**src/include/adc_common_pkg.sv**
```systemverilog
// Constants and carrier types for the converter common control block
// Function
// RQ1: Converter-on bit enables the whole converter; resets to zero.
// RQ2: Software configures fully before enabling and never changes settings while on.
// RQ3: Stop-when-idle set halts the converter during device idle; clear keeps running.
// RQ4: Output format bit selects fractional when set, integer when clear; resets zero.
// RQ5: Two-bit resolution: 11=12, 10=10, 01=8, 00=6 bits; resets to 11.
// RQ6: Reference-ready enable lets band gap ready raise the common interrupt.
// RQ7: Reference-fault enable lets a reference error raise the common interrupt.
// RQ8: Early enable fires channel interrupts on early flag, else on result ready.
// RQ9: Early lead field gives code plus one core periods before data ready.
// RQ10: Divider gives core period of twice code, codes 0 and 1 give two.
// RQ11: At 6-bit resolution software avoids early lead codes 100 to 111.
// RQ12: At 8-bit resolution software avoids early lead codes 110 and 111.
// RQ13: Software writes zero to reserved bits of these registers.
// RQ14: Unimplemented bits read zero and ignore writes.
// RQ15: Reference fault flag sets when band gap vanishes while converter is on.
// RQ16: Common divider forms source clock; core divides it again for core period.
// RQ17: Early request pulses once per conversion when remaining periods reach lead plus one.
package adc_common_pkg;

  // Register indices on the plain register port
  localparam logic [1:0] ADDR_ENABLE_IDLE  = 2'h0;
  localparam logic [1:0] ADDR_FORMAT_RES   = 2'h1;
  localparam logic [1:0] ADDR_IRQ_CLOCK    = 2'h2;
  localparam logic [1:0] ADDR_REF_STATUS   = 2'h3;

  // Field positions
  localparam int BIT_CONVERTER_ON   = 15;
  localparam int BIT_STOP_WHEN_IDLE = 13;
  localparam int BIT_FRACTIONAL     = 7;
  localparam int BIT_RES_LO         = 5;
  localparam int BIT_REF_READY_IE   = 15;
  localparam int BIT_REF_FAULT_IE   = 14;
  localparam int BIT_EARLY_IE       = 12;
  localparam int BIT_LEAD_LO        = 8;
  localparam int BIT_DIV_LO         = 0;
  localparam int BIT_REF_READY      = 15;
  localparam int BIT_REF_FAULT      = 14;

  // Writable masks (implemented bits only)
  localparam logic [15:0] MASK_ENABLE_IDLE = 16'hA000;
  localparam logic [15:0] MASK_FORMAT_RES  = 16'h00E0;
  localparam logic [15:0] MASK_IRQ_CLOCK   = 16'hD77F;

  // Reset values
  localparam logic [1:0] RST_RESOLUTION = 2'h3;
  localparam logic [2:0] RST_LEAD       = 3'h0;
  localparam logic [6:0] RST_DIVIDER    = 7'h00;

  // Resolution codes and minimum core period in source periods
  typedef enum logic [1:0] {
    RES6  = 2'b00,
    RES8  = 2'b01,
    RES10 = 2'b10,
    RES12 = 2'b11
  } resolution_t;

  localparam logic [7:0] MIN_CORE_DIV = 8'h02;

  // Conversion sequencer states
  typedef enum logic [1:0] {
    ST_IDLE = 2'b00,
    ST_CONV = 2'b01,
    ST_DONE = 2'b10
  } conv_state_t;

  // Register port bundle
  typedef struct packed {
    logic [1:0]  addr;
    logic [15:0] wdata;
    logic        wr;
    logic        rd;
  } reg_req_t;

  // Channel interrupt outputs
  typedef struct packed {
    logic earlyFlag;
    logic resultReady;
    logic channelIrq;
  } chan_evt_t;

  // Whole block state
  typedef struct packed {
    logic        converterOn;
    logic        stopWhenIdle;
    logic        fractional;
    logic [1:0]  resolution;
    logic        refReadyIe;
    logic        refFaultIe;
    logic        earlyIe;
    logic [2:0]  lead;
    logic [6:0]  divider;
    logic        refReadyFlag;
    logic        refFaultFlag;
    logic        refReadySeen;
    logic [15:0] rdata;
    logic [7:0]  srcCnt;
    logic        coreTick;
    conv_state_t state;
    logic [4:0]  remain;
    logic        earlyDone;
    chan_evt_t   evt;
    logic        commonIrq;
  } state_t;

endpackage

```
**src/hw/adc_common_control_regs.sv**
```systemverilog
// Common control registers, core clock divider and early interrupt logic
//
// The address map and the plain strobed port are this design's own decisions.
`timescale 1ns/1ps
module adc_common_control_regs (
  input  wire logic                     sys_clk,
  input  wire logic                     sys_rst,
  input  wire logic                     clkEn,
  input  wire adc_common_pkg::reg_req_t regReq,
  output logic [15:0]                   regRdata,
  input  wire logic                     deviceIdle,
  input  wire logic                     srcClkTick,
  input  wire logic                     bandGapPin,
  input  wire logic                     convStart,
  output logic                          converterRun,
  output logic                          fractionalOut,
  output logic [1:0]                    resolutionOut,
  output logic                          coreClkTick,
  output logic                          convBusy,
  output adc_common_pkg::chan_evt_t     chanEvt,
  output logic                          commonIrq
);

  // Pin synchronisers for the band gap status
  logic bgMeta_q;
  logic bgSync_q;
  logic bgPrev_q;

  adc_common_pkg::state_t s_q;
  adc_common_pkg::state_t s_d;

  // Conversion length in core periods for a resolution code
  function automatic logic [4:0] convLength(input logic [1:0] res);
    case (res)
      2'b00:   convLength = 5'h06;
      2'b01:   convLength = 5'h08;
      2'b10:   convLength = 5'h0A;
      default: convLength = 5'h0C;
    endcase
  endfunction

  // Core period in source periods for a divider code
  function automatic logic [7:0] corePeriod(input logic [6:0] code);
    logic [7:0] twice;
    twice = {code, 1'b0};
    if (twice < adc_common_pkg::MIN_CORE_DIV)
      corePeriod = adc_common_pkg::MIN_CORE_DIV;
    else
      corePeriod = twice;
  endfunction

  // Two-flop sync of the asynchronous band gap status
  always_ff @(posedge sys_clk)
  begin
    if (sys_rst)
    begin
      bgMeta_q <= 1'b0;
      bgSync_q <= 1'b0;
      bgPrev_q <= 1'b0;
    end
    else if (clkEn)
    begin
      bgMeta_q <= bandGapPin;
      bgSync_q <= bgMeta_q;
      bgPrev_q <= bgSync_q;
    end
  end

  logic running;
  logic bgRise;
  logic bgFall;
  assign running = s_q.converterOn && !(s_q.stopWhenIdle && deviceIdle); // RQ1 RQ3
  assign bgRise  = bgSync_q && !bgPrev_q;
  assign bgFall  = !bgSync_q && bgPrev_q;

  // Next-state logic for registers, divider and conversion sequencer
  always_comb
  begin
    s_d = s_q;
    s_d.coreTick = 1'b0;
    s_d.evt = '0;
    s_d.commonIrq = 1'b0;
    s_d.rdata = 16'h0000; // RQ14

    // Register writes, masked to implemented bits
    if (regReq.wr)
    begin
      case (regReq.addr)
        adc_common_pkg::ADDR_ENABLE_IDLE:
        begin
          s_d.converterOn = regReq.wdata[adc_common_pkg::BIT_CONVERTER_ON]; // RQ1
          s_d.stopWhenIdle =
            regReq.wdata[adc_common_pkg::BIT_STOP_WHEN_IDLE]; // RQ3
        end
        adc_common_pkg::ADDR_FORMAT_RES:
        begin
          s_d.fractional = regReq.wdata[adc_common_pkg::BIT_FRACTIONAL]; // RQ4
          s_d.resolution =
            regReq.wdata[adc_common_pkg::BIT_RES_LO +: 2]; // RQ5
        end
        adc_common_pkg::ADDR_IRQ_CLOCK:
        begin
          s_d.refReadyIe = regReq.wdata[adc_common_pkg::BIT_REF_READY_IE];
          s_d.refFaultIe = regReq.wdata[adc_common_pkg::BIT_REF_FAULT_IE];
          s_d.earlyIe = regReq.wdata[adc_common_pkg::BIT_EARLY_IE];
          s_d.lead = regReq.wdata[adc_common_pkg::BIT_LEAD_LO +: 3];
          s_d.divider = regReq.wdata[adc_common_pkg::BIT_DIV_LO +: 7];
        end
        default:
        begin
          // Fault flag clears on write of one, set below wins
          if (regReq.wdata[adc_common_pkg::BIT_REF_FAULT])
            s_d.refFaultFlag = 1'b0;
        end
      endcase
    end

    // Register reads, unimplemented bits return zero
    if (regReq.rd)
    begin
      case (regReq.addr)
        adc_common_pkg::ADDR_ENABLE_IDLE:
        begin
          s_d.rdata[adc_common_pkg::BIT_CONVERTER_ON] = s_q.converterOn;
          s_d.rdata[adc_common_pkg::BIT_STOP_WHEN_IDLE] = s_q.stopWhenIdle;
        end
        adc_common_pkg::ADDR_FORMAT_RES:
        begin
          s_d.rdata[adc_common_pkg::BIT_FRACTIONAL] = s_q.fractional;
          s_d.rdata[adc_common_pkg::BIT_RES_LO +: 2] = s_q.resolution;
        end
        adc_common_pkg::ADDR_IRQ_CLOCK:
        begin
          s_d.rdata[adc_common_pkg::BIT_REF_READY_IE] = s_q.refReadyIe;
          s_d.rdata[adc_common_pkg::BIT_REF_FAULT_IE] = s_q.refFaultIe;
          s_d.rdata[adc_common_pkg::BIT_EARLY_IE] = s_q.earlyIe;
          s_d.rdata[adc_common_pkg::BIT_LEAD_LO +: 3] = s_q.lead;
          s_d.rdata[adc_common_pkg::BIT_DIV_LO +: 7] = s_q.divider;
        end
        default:
        begin
          s_d.rdata[adc_common_pkg::BIT_REF_READY] = s_q.refReadyFlag;
          s_d.rdata[adc_common_pkg::BIT_REF_FAULT] = s_q.refFaultFlag;
        end
      endcase
    end

    // Reference status and common interrupt
    s_d.refReadyFlag = bgSync_q;
    if (bgRise && !s_q.refReadySeen)
    begin
      s_d.refReadySeen = 1'b1;
      s_d.commonIrq = s_q.refReadyIe; // RQ6
    end
    if (bgFall && s_q.converterOn)
    begin
      s_d.refFaultFlag = 1'b1; // RQ15
      s_d.commonIrq = s_q.refFaultIe; // RQ7
    end

    // Core period divider on the source clock ticks
    if (running && srcClkTick) // RQ16
    begin
      if (s_q.srcCnt + 8'h01 >= corePeriod(s_q.divider)) // RQ10
      begin
        s_d.srcCnt = 8'h00;
        s_d.coreTick = 1'b1;
      end
      else
        s_d.srcCnt = s_q.srcCnt + 8'h01;
    end
    if (!running)
      s_d.srcCnt = 8'h00;

    // Shared-core conversion sequencer with early request
    case (s_q.state)
      adc_common_pkg::ST_IDLE:
      begin
        if (running && convStart)
        begin
          s_d.state = adc_common_pkg::ST_CONV;
          s_d.remain = convLength(s_q.resolution); // RQ5
          s_d.earlyDone = 1'b0;
        end
      end
      adc_common_pkg::ST_CONV:
      begin
        if (!running)
          s_d.state = adc_common_pkg::ST_IDLE;
        else if (s_q.coreTick)
        begin
          s_d.remain = s_q.remain - 5'h01;
          if (s_q.remain == 5'h01)
            s_d.state = adc_common_pkg::ST_DONE;
        end
        // Early flag once when remaining periods equal lead plus one
        if (!s_q.earlyDone && running &&
            s_q.remain == {2'b00, s_q.lead} + 5'h01) // RQ9 RQ17
        begin
          s_d.earlyDone = 1'b1;
          s_d.evt.earlyFlag = 1'b1;
          s_d.evt.channelIrq = s_q.earlyIe; // RQ8
        end
      end
      adc_common_pkg::ST_DONE:
      begin
        s_d.state = adc_common_pkg::ST_IDLE;
        s_d.evt.resultReady = 1'b1;
        s_d.evt.channelIrq = !s_q.earlyIe; // RQ8
      end
      default:
        s_d.state = adc_common_pkg::ST_IDLE;
    endcase
  end

  // State register with defaults at reset
  always_ff @(posedge sys_clk)
  begin
    if (sys_rst)
    begin
      s_q <= '0;
      s_q.resolution <= adc_common_pkg::RST_RESOLUTION; // RQ5
      s_q.lead <= adc_common_pkg::RST_LEAD;
      s_q.divider <= adc_common_pkg::RST_DIVIDER;
      s_q.state <= adc_common_pkg::ST_IDLE;
    end
    else if (clkEn)
      s_q <= s_d;
  end

  assign regRdata      = s_q.rdata;
  assign converterRun  = running;
  assign fractionalOut = s_q.fractional; // RQ4
  assign resolutionOut = s_q.resolution;
  assign coreClkTick   = s_q.coreTick;
  assign convBusy      = (s_q.state == adc_common_pkg::ST_CONV);
  assign chanEvt       = s_q.evt;
  assign commonIrq     = s_q.commonIrq;

  // Converter stays off after reset until enabled
  a_off_after_reset: assert property (@(posedge sys_clk) // RQ1
    $past(sys_rst) |-> !converterRun)
    else $error("converter running right after reset");

  // Idle stop halts the converter
  a_idle_stop: assert property (@(posedge sys_clk) disable iff (sys_rst)
    s_q.stopWhenIdle && deviceIdle |-> !converterRun) // RQ3
    else $error("converter runs in idle with stop set");

  // Format output follows a written value
  a_format_write: assert property (@(posedge sys_clk) disable iff (sys_rst)
    clkEn && regReq.wr && regReq.addr == adc_common_pkg::ADDR_FORMAT_RES
    |=> fractionalOut == $past(regReq.wdata[7])) // RQ4
    else $error("format bit not taken from write");

  // Unimplemented bits read zero
  a_unimpl_zero: assert property (@(posedge sys_clk) disable iff (sys_rst)
    (regRdata & ~(adc_common_pkg::MASK_IRQ_CLOCK |
     adc_common_pkg::MASK_ENABLE_IDLE | adc_common_pkg::MASK_FORMAT_RES))
     == 16'h0000) // RQ14
    else $error("unimplemented bit read nonzero");

  // Minimum core period is two source ticks
  a_core_min: assert property (@(posedge sys_clk) disable iff (sys_rst)
    clkEn && coreClkTick |=> !coreClkTick) // RQ10
    else $error("core period shorter than two");

  // Fault flag sets on band gap loss while on
  a_fault_set: assert property (@(posedge sys_clk) disable iff (sys_rst)
    clkEn && bgFall && s_q.converterOn |=> s_q.refFaultFlag) // RQ15
    else $error("fault flag missed");

  // Fault interrupt gated by its enable
  a_fault_irq: assert property (@(posedge sys_clk) disable iff (sys_rst)
    clkEn && bgFall && s_q.converterOn && s_q.refFaultIe |=> commonIrq) // RQ7
    else $error("fault interrupt missing");

  // Ready interrupt never fires with its enable clear and no fault
  a_ready_irq: assert property (@(posedge sys_clk) disable iff (sys_rst)
    clkEn && bgRise && !s_q.refReadySeen && !bgFall |=>
    commonIrq == $past(s_q.refReadyIe)) // RQ6
    else $error("ready interrupt mismatch");

  // Channel interrupt source chosen by early enable
  a_chan_select: assert property (@(posedge sys_clk) disable iff (sys_rst)
    chanEvt.channelIrq |-> (s_q.earlyIe ? chanEvt.earlyFlag
                                        : chanEvt.resultReady)) // RQ8
    else $error("channel interrupt from wrong source");

  // Early flag pulses a single cycle
  a_early_once: assert property (@(posedge sys_clk) disable iff (sys_rst)
    clkEn && chanEvt.earlyFlag |=> !chanEvt.earlyFlag) // RQ9 RQ17
    else $error("early flag longer than one cycle");

endmodule

```
**config.mk**
```make
export PLATFORM = sky130hd
export DESIGN_NAME = adc_common_control_regs
export DESIGN_NICKNAME = d
export VERILOG_FILES = /design/src/include/adc_common_pkg.sv /design/src/hw/adc_common_control_regs.sv
export SDC_FILE = /design/constraint.sdc
export NUM_CORES = 1
export LEC_CHECK = 0
export BUFFER_PORTS_ARGS = -buffer_cell sky130_fd_sc_hd__clkbuf_2
export CORE_UTILIZATION = 25
export DETAILED_ROUTE_END_ITERATION = 7
export GPL_ROUTABILITY_DRIVEN = 0
export SETUP_SLACK_MARGIN = 0.5
export SLEW_MARGIN = 25
export SYNTH_ARGS = -nofsm -noshare
export SYNTH_HDL_FRONTEND = slang
export SYNTH_SLANG_ARGS = --single-unit
```
**constraint.sdc**
```tcl
create_clock -name sys_clk -period 5.55 [get_ports sys_clk]
set_clock_uncertainty 0.15 [all_clocks]
set_input_delay 0.2775 -clock sys_clk [delete_from_list [all_inputs] [get_ports sys_clk]]
set_output_delay 0.2775 -clock sys_clk [all_outputs]
set_load 0.05 [all_outputs]
```
**Word-level counts from Yosys, hierarchy flattened**

Cells that the tools add are included.

- Register bits: 59

- Reduce and logical (&&, ||, !) cells: 33
- $lt $le $gt $ge: 2
- Eq/ne operators: 16
- Multiplexer cells: 35
- $add $sub $neg: 3

Operator list:

| kind | number |
|---|---|
| $mux W8 | 5 |
| $mux W1 | 13 |
| $pmux W4 S3 | 1 |
| $pmux W6 S2 | 1 |
| $reduce_and A4 Y1 | 3 |
| $mux W11 | 1 |
| $logic_and A1 B1 Y1 | 10 |
| $mux W5 | 2 |
| $ne A2 B1 Y1 const B | 5 |
| $mux W9 | 1 |
| $reduce_and A3 Y1 | 3 |
| $add A8 B1 Y8 const B | 1 |
| $ge A8 B8 Y1 | 1 |
| $lt A8 B2 Y1 const B | 1 |
| $pmux W2 S2 | 2 |
| $mux W7 | 1 |
| $eq A2 B1 Y1 const B | 3 |
| $eq A2 B2 Y1 const B | 3 |
| $logic_not A1 Y1 | 6 |
| $logic_not A2 Y1 | 3 |
| $mux W2 | 3 |
| $reduce_bool A2 Y1 | 3 |
| $eq A5 B1 Y1 const B | 1 |
| $eq A5 B4 Y1 | 1 |
| 13 further kinds | 15 |

**Depth between registers and ports, before layout**

Gate-level depths: netlist of the first run.

- Depth after elaboration: 9
- Gate-level depth with buffers: 10

**Worst setup path before layout of the first run**

OpenSTA, ideal clock, no wires.

- Kind: register to register
- From: register s_q[11] in the netlist's numbering
- To: register s_q[9] in the netlist's numbering
- Data arrival time: 2120 ps
- Clock period less this slack: 2340 ps
- Required time: 5330 ps
- Slack: 3210 ps
- Buffers on the path: 1
- Stages on the path, launching flop included: 9
- Setup time: 70 ps
- Path through: dfxtp_1 > inv_1 > ha_1 > buf_2 > mux2_2 > nand4_4 > nor2_2 > or4b_1 > a21oi_1

- Longest elaborated chain between the ends: 3
- Elaborated cells between the ends (all ways): 8
- Classes of those cells: eq/ne: 4; mux: 1; reduce/logical: 3

RTL lines:

| element | line | source |
|---|---|---|
| from (decl) | adc_common_control_regs.sv:29 | `adc_common_pkg::state_t s_q;` |
| $eq A2 B1 Y1 * | - |  |
| net convBusy | adc_common_control_regs.sv:19 | `output logic convBusy,` |
| $ne A2 B1 Y1 (no line) or $reduce_bool A2 Y1 (tied branches) | - |  |
| $reduce_and A5 Y1 (no line) | - |  |

Mark *: on every way through the listed nets, which the timed path passes. The rest lies on a longest branch.
A chain may end at the register's enable or synchronous reset.

**Final worst setup path of the first run**

- From: register s_q[13] in the netlist's numbering
- To: register s_q[18] in the netlist's numbering

- Longest elaborated chain between the ends: 5

RTL lines:

| element | line | source |
|---|---|---|
| $add A8 B1 Y8 * | adc_common_control_regs.sv:164, adc_common_control_regs.sv:170 |  |
| $ge A8 B8 Y1 | adc_common_control_regs.sv:164 | `if (s_q.srcCnt + 8'h01 >= corePeriod(s_q.divider))` |
| $mux W8 * | adc_common_control_regs.sv:164 |  |
| $mux W9 * | adc_common_control_regs.sv:162 | `if (running && srcClkTick)` |
| $mux W8 * | adc_common_control_regs.sv:172 | `if (!running)` |

Mark *: on every way between the ends. The rest lies on a longest branch, timed or not. The select of a mux whose other input is x is not followed.

==> metrics.md, run 1 <==
| Metric | Value |
|---|---|
| Status | finished clean |
| Max-Cap Viols | 0 |
| Rows | 40 |
| Congestion Overflow GR | 0 |
| Buffers and inverters on the worst path | 0 |
| Initial antenna violation count | 0 |
| Vias | approximately 2500 |
| Critical path's largest stage delay | 440 ps |
| Worst setup path category | flip-flop to flip-flop |
| Final Cycle Share | between 40% and 50% |
| CTS tree | built |
| Synthesized flop and latch total | a little under 60 |
| DP HPWL | roughly 5300 um |
| 1st-pass router iterations | 4 |
| Starting Density | approximately 26% |
| Post-CTS Hold Buffers | 0 |
| Resize count post-CTS | 0 |
| Area Growth Syn to Fin | 16.8% |
| CTS sink count | a little under 60 |
| DRC errors left | 0 |
| Cell mode on critical path | nand3_1 |
| Worst hold path startpoint | regReq[6] |
| F_max | 0.386 GHz |
| Leakage | between 1 and 1.5 nW |
| EDFF count, synth | 0 |
| Final setup vio count | 0 |
| Port Buf Inserts | 50 |
| Minimum clock period | approximately 2600 ps |
| # IOs | 53 |
| Cells after Synth | approximately 360 |
| Vias in the first global route | approximately 2400 |
| Synth Warn # | 0 |
| Clock latency on the worst-skew pair | around 320 ps |
| Worst Slack Setup Final | 2960 ps |
| Htree depth | 3 |
| First-pass GRT wire length | 11500 um |
| Final WL | between 7000 and 8000 um |
| Die W | ~110 um |
| Cts bufs inserted | 9 |
| Deepest clock path buffer count | 2 |
| CTS Root Cell | clkbuf_16 |
| Crit path capture type | flip-flop |
| Mapped Nets | between 400 and 500 |
| Final Hold Fails | 0 |
| CP Launch Point | s_q[13] |
| Pwr Total | 1.04 mW |
| Largest net degree at the start of global routing | 50 |
| WL/cell | about 13 um |
| Crit path cell chain | and3_1 > nand3_1 > xnor2_1 > ha_1 > and2_1 > o41ai_2 > nand3_1 > o31ai_1 |
| CP delay by family, top | simple AND/OR/NAND/NOR gates |
| Die H | 113 um |
| Layout Nets | between 400 and 500 |
| Dpl ws | about 3000 ps |
| Clock transition at path regs | ~50 ps |
| GRT Resource Usage Total | between 10% and 20% |
| Async set or reset register ratio after synthesis | 0% |
| Unrepaired setup endpoints after global routing | false |
| Post-synth cell types | 47 |
| Post-CTS Setup Bufs | 0 |
| Layout cells sized above 1 | about a fifth |
| Power per cell area | around 290 nW/um2 |
| Worst-path maximum fanout | 6 |
| Die area | 12700 um2 |
| Final ANT Viol Nets | 0 |
| Core area | about 12000 um2 |
| Mapped Area | 3070 um2 |
| CP Data Required Time | ~5600 ps |
| Hold Path Class | input pin to flip-flop |
| Max VDD drop | between 0.0001 and 0.00015 V |
| Critical R2R Launch | s_q[13] |
| Drt initial violations | ~110 |
| Critical Path AT | between 2000 and 3000 ps |
| Top_reg_cell synth | dfxtp_1 |
| Worst Setup Start Kind | flip-flop |
| Antenna fix cells | 0 |
| Sequential share of the synthesized area | between 30% and 40% |
| Final TNS setup | 0 ps |
| Max Slew Vio Count | 0 |
| Via density | around 4.7 |
| Syn avg cell area | around 8.4 um2 |
| Slowest CP cell | o41ai_2 |
| Measured slew at the worst slew-check pin | between 900 and 1000 ps |
| Slew Limit Headroom | roughly a third |
==> flip-flops by register name (all words and copies together) (netlist names) <==
| register | flops |
|---|---|
| chanEvt | 3 |
| bgSync_q | 1 |
| commonIrq | 1 |
| coreClkTick | 1 |
| regRdata | 15 |
| fractionalOut | 1 |
| bgMeta_q | 1 |
| s_q | 34 |
| resolutionOut | 2 |
==> worst reg2reg max path: stages, from the launching register on <==
cell	delay (ps)
dfxtp_1	410
and3_1	180
nand3_1	170
xnor2_1	190
ha_1	310
and2_1	170
o41ai_2	440
nand3_1	250
o31ai_1	240
==> cell families after synthesis <==
kind of cell	share of synthesized area, %
and+or+nand+nor	20.5
AOI/OAI and AO/OA	15.9
DFF	38.5
buffers and inverters	9.47
adders and majority gates	8.98
muxes	3.63
xor gates and xnor gates	2.86
other	0.122
==> cell usage in the layout (no fill, tap or decap), types with 2 or more instances in the layout <==
cell	instances
nor2_1	33
a31oi_1	3
nand3_1	12
xor2_1	5
clkbuf_2	50
nand4_1	6
a311oi_1	2
clkinvlp_4	2
o21ai_0	10
and2_1	4
dfxtp_1	59
and3_1	6
a22o_1	2
mux2i_1	10
nand3b_1	2
a21oi_1	28
clkbuf_16	9
a31o_2	3
a32o_1	4
a22oi_1	10
clkinv_4	2
xnor2_1	5
a32oi_1	2
inv_1	21
or2_2	2
nor3_1	4
ha_1	22
nand2b_1	4
nand2_1	52
==> power breakdown <==
group,switching (mW),leakage [nW],internal (mW)
clock,0.196,0.137,0.345
combinational,0.0436,0.853,0.0214
sequential,0.00452,0.476,0.429
total,0.244,1.47,0.795
==> routing by layer <==
layer	share of wire (%)	vias to the layer above	track usage, %	wire length [um]
met5	0	-	0	0
met4	1.2	0	5.07	87
met3	6.1	8	4.18	437
met2	47	55	19.0	3370
met1	45	1176	13.8	3240
li1	-	1289	-	-
==> cell type report <==
type / count / area [um2]
timing repair buffer: 50 / 250
sequential: 59 / 1180
clock buffer: 9 / 225
fill: 1273 / 8380
inverter: 21 / 78.8
clock inverter: 6 / 67.6
multi-input combinational: 249 / 1600
tap: 147 / 184
==> through the flow <==
step / util [%] / area (um2) / cells / hold slack, ps
floorplan: - / 3070 / 364 / 252
global placement: 27.5 / 3290 / 526 / 293
detailed placement: 27.5 / 3290 / 526 / 297
CTS: 29.9 / 3580 / 541 / 16.6
global route: 29.9 / 3580 / 541 / 40.9
finish: 29.9 / 3580 / 541 / 24.6
==> synth_stat cells (3+ instances only) <==
library cell / instances / area (um2)
mux2i_1: 10 / 100
nand2_1: 52 / 195
a31o_2: 3 / 26.3
nand3_1: 12 / 60.1
nor3_1: 4 / 20.0
a22oi_1: 10 / 75.1
and2_1: 4 / 25.0
ha_1: 22 / 275
and3_1: 6 / 37.5
a32o_1: 4 / 40.0
nor2_1: 33 / 124
xor2_1: 5 / 43.8
xnor2_1: 5 / 43.8
a21oi_1: 28 / 140
a31oi_1: 3 / 18.8
clkbuf_1: 12 / 45.0
dfxtp_1: 59 / 1180
o21ai_0: 10 / 50.1
inv_1: 21 / 78.8
nand2b_1: 4 / 25.0
buf_4: 21 / 158
nand4_1: 6 / 37.5
==> worst paths after layout <==
kind	endpoint	slack, ps	depth (start not counted)
setup / recovery	s_q[18]	2960	8
hold / removal	s_q[44]	20	3
setup reg to reg	s_q[18]	2960	8
hold reg to reg	regRdata[7]	300	2
No activity file was read; power rests on OpenSTA's default activity.
==> inputs of run 2 (changes only) <==
==> constraint.sdc (replaced) <==
create_clock -name sys_clk -period 2.5 [get_ports sys_clk]
set_clock_uncertainty 0.15 [all_clocks]
set_input_delay 0.125 -clock sys_clk [delete_from_list [all_inputs] [get_ports sys_clk]]
set_output_delay 0.125 -clock sys_clk [all_outputs]
set_load 0.05 [all_outputs]
==> run 2 against run 1 <==
Against the previous run: first-iteration DRC count rose by 79%; global-route usage rose by 1.2 points; count of clock-buffer cells in the layout rose by 1; non-clock buffer count rose by 34; die area did not move; flip-flop and latch count did not move; core utilization rose by 3.6 points; combinational power rose to 2.9 times the previous value; clock power rose by 110%; worst setup slack got worse by 2800 ps; via count rose by 7.1%.
==> metrics.md, run 2 (synthesized netlist as in run 1, its figures left out) <==
| Metric | Value |
|---|---|
| Status | finished clean |
| Area Growth Syn to Fin | 30.7% |
| Critical R2R Launch | s_q[13] |
| Starting Density | 25.6% (unchanged) |
| Cts bufs inserted | 9 (unchanged) |
| Rows | 40 (unchanged) |
| Worst setup path category | flip-flop to flip-flop |
| Max VDD drop | 0.000303 V (+130%) |
| Deepest clock path buffer count | 2 (unchanged) |
| FILL cells | 1221 (-4.1%) |
| CTS tree | built |
| Final WL | 7770 um (+8.8%) |
| Final setup vio count | 0 (unchanged) |
| Critical Path AT | 2470 ps (-210 ps) |
| Drt initial violations | 191 (+79%) |
| Worst-path maximum fanout | 4 (-2) |
| Vias in the first global route | 2617 (+9.0%) |
| Congestion Overflow GR | 0 (unchanged) |
| Hold Path Class | input pin to flip-flop |
| Final TNS setup | 0 ps (unchanged) |
| Vias | 2708 (+7.1%) |
| Layout Cell Area excl Fill | 4010 um2 (+12%) |
| GRT Resource Usage Total | 12.9% (+1.2 points) |
| # IOs | 53 (unchanged) |
| Max Slew Vio Count | 0 (unchanged) |
| First-pass GRT wire length | 12700 um (+10%) |
| 1st-pass router iterations | 4 (unchanged) |
| Via density | 4.70 (+0.61%) |
| Clock latency on the worst-skew pair | 330 ps (about the same) |
| Worst Setup Start Kind | flip-flop |
| Post-Layout Cell Count | 576 (+6.5%) |
| Layout cells sized above 1 | 28.2% (+9.2 points) |
| Largest net degree at the start of global routing | 27 (-46%) |
| Dpl ws | 145 ps (-2860 ps) |
| Seq. cell area | 1200 um2 (+1.3%) |
| Clock transition at path regs | 50 ps (about the same) |
| Htree depth | 3 (unchanged) |
| Final Cycle Share | 94.2% (+47 points) |
| WL/cell | 13.5 um (+2.2%) |
| CP Data Required Time | 2620 ps (-3020 ps) |
| Multi-input gate area | 1720 um2 (+7.9%) |
| Commonest non-fill, non-tap cell in the layout | nand2_1 |
| Die H | 113 um (unchanged) |
| Leakage | 1.64 nW (+12%) |
| Final ANT Viol Nets | 0 (unchanged) |
| DP HPWL | 5520 um (+4.3%) |
| Dpl cells | 531 (+0.95%) |
| DRC errors left | 0 (unchanged) |
| Register with the most flip-flops | s_q |
| Worst hold path startpoint | regReq[1] |
| Antenna fix cells | 0 (unchanged) |
| Max-Cap Viols | 0 (unchanged) |
| Initial antenna violation count | 0 (unchanged) |
| CTS Root Cell | clkbuf_16 |
| Die area | 12700 um2 (unchanged) |
| Minimum clock period | 2360 ps (-237 ps) |
| Unrepaired setup endpoints after global routing | true |
| Max reg flops | 34 (unchanged) |
| CP Launch Point | s_q[13] |
| Die W | 113 um (unchanged) |
| F_max | 0.425 GHz (+10%) |
| Slew Limit Headroom | 57.8% (+24 points) |
| Measured slew at the worst slew-check pin | 633 ps (-362 ps) |
| Final Hold Fails | 0 (unchanged) |
| Most frequent cells in the layout | nand2_1 (52), dfxtp_1 (51), clkbuf_2 (50), nor2_1 (29), a21oi_1 (27) |
| Layout Nets | 473 (+7.7%) |
| Power per cell area | 571 nW/um2 (+97%) |
| Core area | 12000 um2 (unchanged) |
| Port Buf Inserts | 50 (unchanged) |
| CTS sink count | 59 (unchanged) |
| Worst Slack Setup Final | 145 ps (-2810 ps) |
| Crit path capture type | flip-flop |
| DP Area | 3390 um2 (+3.2%) |
[run 2: cell types whose count changed in the layout (fill, tap and decap cells not counted), sizes merged]
cell,previous run,this run
buf,0,17
dlygate4sd3,0,17
bufinv,1,0
clkbuf,59,60
inv,21,22
[run 2: path summary, 6_finish.rpt]
path / to / cells past startpoint / slack, ps
worst max register to register: s_q[16] / 9 / 140
worst min-delay path: s_q[38] / 4 / 60
worst min register to register: regRdata[7] / 2 / 300
worst max-delay path: s_q[16] / 9 / 140
[run 2: final cells by class]
class,instances,share of cell area (%)
timing repair buffer,84,13.7
clock buffer,10,5.96
clock inverter,6,0.999
sequential,59,29.8
tap,147,4.59
multi-input combinational,249,43.0
inverter,21,1.97
[run 2: worst max-delay path, cell delays in order, from the launching register on]
cell and delay [ps]:
dfxtp_4 370, and3_4 190, nand3_4 100, xnor2_2 150, ha_1 290, and2_4 170
o41ai_4 390, buf_4 190, and2_4 150, a32o_1 140
[run 2: metal layers]
metal,part of all wire (%),GRT usage (%)
met5,0,0
met4,2.3,5.78
met3,5.1,3.70
met2,48,21.3
met1,45,15.5
[run 2: timing repair]
item                                    in CTS  in global routing
pin swaps                                   12                 11
endpoints found under the setup margin      11                 14
buffers inserted                             5                  7
gates resized for setup                     10                 11
hold buffers                                17                  0
endpoints found under the hold margin       20                  0
[run 2: through the flow]
stage | power (mW) | util [%] | hold slack, ps
finish | 2.29 | 33.5 | 63.4
global route | 2.37 | 33.5 | 110
CTS | 2.30 | 32.8 | 58.8
detailed placement | 1.14 | 28.4 | 209
global placement | 1.13 | 28.4 | 204
floorplan | 1.08 | - | 99.4
[run 2: where the power goes]
group | internal (mW) | switching (mW)
logic | 0.0793 | 0.108
clock network | 0.695 | 0.445
registers | 0.950 | 0.00993
==> inputs of run 3 (changes only) <==
--- a/config.mk
+++ b/config.mk
@@ -5,8 +5,10 @@
 export SDC_FILE = /design/constraint.sdc
 export NUM_CORES = 1
 export LEC_CHECK = 0
+export ABC_AREA = 1
 export BUFFER_PORTS_ARGS = -buffer_cell sky130_fd_sc_hd__clkbuf_2
 export CORE_UTILIZATION = 25
+export CTS_CLUSTER_SIZE = 14
 export DETAILED_ROUTE_END_ITERATION = 7
 export GPL_ROUTABILITY_DRIVEN = 0
 export SETUP_SLACK_MARGIN = 0.5
==> constraint.sdc (replaced) <==
create_clock -name sys_clk -period 2.7 [get_ports sys_clk]
set_clock_uncertainty 0.15 [all_clocks]
set_input_delay 0.135 -clock sys_clk [delete_from_list [all_inputs] [get_ports sys_clk]]
set_output_delay 0.135 -clock sys_clk [all_outputs]
set_load 0.05 [all_outputs]
==> run 3 against run 2 <==
Against the previous run: power rose by 6.3%; area after synthesis rose by 2.2%; synthesized cell count rose by 18%; die area rose by 2.2%; first-iteration DRC count fell by 0.52%; sequential share of layout area fell by 0.94 points; count of clock-buffer cells in the layout rose by 2; critical path type unchanged; largest power group unchanged.
==> metrics.md, run 3 <==
| Metric | Value |
|---|---|
| Status | finished clean |
| DP HPWL | 5640 um (+2.1%) |
| Final Hold Fails | 0 (unchanged) |
| Final setup vio count | 0 (unchanged) |
| Die area | 13000 um2 (+2.2%) |
| Drt initial violations | 190 (-0.52%) |
| DRC errors left | 0 (unchanged) |
| Most frequent cells in the layout | nand2_1 (76), dfxtp_1 (54), a21oi_1 (53), clkbuf_2 (50), inv_1 (49) |
| CTS tree | built |
| EDFF count, synth | 0 (unchanged) |
| Max Slew Vio Count | 0 (unchanged) |
| Via density | 4.45 (-5.4%) |
| Initial antenna violation count | 0 (unchanged) |
| Async set or reset register ratio after synthesis | 0% (unchanged) |
| Rows | 40 (unchanged) |
| Port Buf Inserts | 50 (unchanged) |
| Critical Path AT | 2400 ps (-70 ps) |
| Clock transition at path regs | 50 ps (about the same) |
| DRT met1 WL | 3640 um (+4.2%) |
| Deepest clock path buffer count | 2 (unchanged) |
| Synthesized flop and latch total | 59 (unchanged) |
| Seq. cell area | 1200 um2 (+0.10%) |
| Final ANT Viol Nets | 0 (unchanged) |
| Power per cell area | 587 nW/um2 (+2.8%) |
| Synth top area share | 37.7% (-0.85 points) |
| CTS sink count | 59 (unchanged) |
| Area Growth Syn to Fin | 32.1% |
| Commonest non-fill, non-tap cell in the layout | nand2_1 |
| Slew Limit Headroom | 52.5% (-5.3 points) |
| Critical R2R Launch | s_q[14] |
| Htree depth | 3 (unchanged) |
| Pwr Total | 2.43 mW (+6.3%) |
| Max reg flops | 34 (unchanged) |
| GRT Resource Usage Total | 12.9% (+0.018 points) |
| FILL cells | 1313 (+7.5%) |
| Worst Setup Start Kind | flip-flop |
| Register with the most flip-flops | s_q |
| Mapped Nets | 477 (+15%) |
| Commonest cells in the netlist | nand2_1 (82), dfxtp_1 (59), a21oi_1 (56) |
| Highest metal layer with signal wires | met4 |
| CP Launch Point | s_q[14] |
| RR Endpoint | s_q[19] |
| Synth area leader | dfxtp_1 |
| Final Cycle Share | 85.0% (-9.2 points) |
| Final WL | 8320 um (+7.1%) |
| Top-count cell post-synth | nand2_1 |
| Synth Warn # | 0 (unchanged) |
| CP Data Required Time | 2800 ps (+180 ps) |
| F_max | 0.436 GHz (+2.6%) |
| Vias | 2940 (+8.6%) |
| Final TNS setup | 0 ps (unchanged) |
| Minimum clock period | 2290 ps (-60.5 ps) |
| Crit path capture type | flip-flop |
| Unrepaired setup endpoints after global routing | true |
| Layout cells sized above 1 | 25.4% (-2.9 points) |
| Cts bufs inserted | 9 (unchanged) |
| Worst Slack Setup Final | 405 ps (+260 ps) |
| Worst hold path startpoint | srcClkTick |
| Clock latency on the worst-skew pair | 330 ps (about the same) |
| Post-synth cell types | 33 (-30%) |
| Max VDD drop | 0.000278 V (-8.0%) |
| R2R setup slack | 410 ps (+260 ps) |
| WHS Path Cells | 5 (+1) |
| Leakage | 1.75 nW (+6.7%) |
| Top_reg_cell synth | dfxtp_1 |
| Worst-path maximum fanout | 8 (+4) |
| Antenna fix cells | 0 (unchanged) |
| Die H | 114 um (+1.1%) |
| Mapped Area | 3140 um2 (+2.2%) |
| Metal2 WL | 4230 um (+15%) |
| Vias in the first global route | 2919 (+12%) |
| Starting Density | 25.9% (+0.25 points) |
| Sequential share of the synthesized area | 37.7% (-0.85 points) |
| CTS Root Cell | clkbuf_16 |
| Multi-input gate area | 1700 um2 (-1.5%) |
| Max-Cap Viols | 0 (unchanged) |
| Met3 routed WL | 352 um (-12%) |
| 1st-pass router iterations | 4 (unchanged) |
| First-pass GRT wire length | 13100 um (+3.0%) |
| FF-to-FF path depth | 12 (+3) |
| Congestion Overflow GR | 0 (unchanged) |
| WL/cell | 12.6 um (-6.7%) |
| Layout Nets | 537 (+14%) |
| Syn avg cell area | 7.33 um2 (-13%) |
| Measured slew at the worst slew-check pin | 712 ps (+79.0 ps) |
| Largest net degree at the start of global routing | 35 (+30%) |
| Hold Path Class | input pin to flip-flop |
| Worst setup path category | flip-flop to flip-flop |
| Cells after Synth | 428 (+18%) |
| WHS Endpoint | s_q[20] |
| Core area | 12100 um2 (+1.3%) |
| # IOs | 53 (unchanged) |
| Top post-synthesis cells by area | dfxtp_1 (38%), nand2_1 (9.8%), a21oi_1 (8.9%) |
| Dpl ws | 372 ps (+227 ps) |
| Die W | 114 um (+1.1%) |
[run 3: worst max-delay path by stage]
stage,endpoint,slack [ps],depth (start not counted)
2_1_floorplan,s_q[20],650,12
3_3_place_gp,s_q[15],420,12
3_5_place_dp,s_q[15],370,13
4_1_cts,s_q[19],500,13
5_1_grt,s_q[19],300,14
6_report,s_q[19],410,12
[run 3: logic make-up after synthesis]
family,count (synthesis),share of synthesized area [%]
AOI/OAI and AO/OA,99,16.8
xor gates and xnor gates,6,1.68
adders and majority gates,22,8.78
buffers and inverters,85,12.9
DFF,59,37.7
other,1,0.120
and+or+nand+nor,156,22.1
[run 3: report_power, final]
group	total (mW)	leakage, nW	switching, mW	internal [mW]
clock network	1.18	0.155	0.392	0.785
registers	0.920	0.482	0.0226	0.897
logic	0.333	1.12	0.214	0.119
[run 3: cell type report]
type	instances	area share, %
inverter	53	4.80
multi-input combinational	284	41.0
clock buffer	12	6.43
timing repair buffer	81	12.7
tap	168	5.07
clock inverter	4	1.15
sequential	59	28.9
[run 3: through the flow]
step           util, %  instance area, um2  hold WS (ps)  instances
2_1_floorplan        -                3140           111        428
3_3_place_gp      28.1                3400           215        615
3_5_place_dp      28.1                3400           219        615
4_1_cts           33.1                4010          96.5        657
5_1_grt           34.2                4140           123        661
6_report          34.2                4140          90.5        661
[run 3: worst max-delay path, stage by stage, from the launching register on]
cell     delay, ps
dfxtp_4        370
ha_4           150
nand2_4         50
nor3_4         200
xor2_2         180
ha_1           270
nand2_2        110
a21oi_2         40
nor2_2         110
nand2_2         80
nor2_4         240
nand3_2        120
a21oi_2        150
[run 3: repair_timing]
item	CTS	global route
buffers inserted	9	4
endpoints found under the hold margin	18	0
hold buffers	17	0
pin swaps	8	16
endpoints found under the setup margin	8	9
resized for setup	20	20
[run 3: routing by layer]
metal  global-route usage (%)  up-vias
met4                     2.68        0
met3                     4.09       11
met2                     22.9       67
met5                        0        -
met1                     15.1     1368
li1                         -     1494
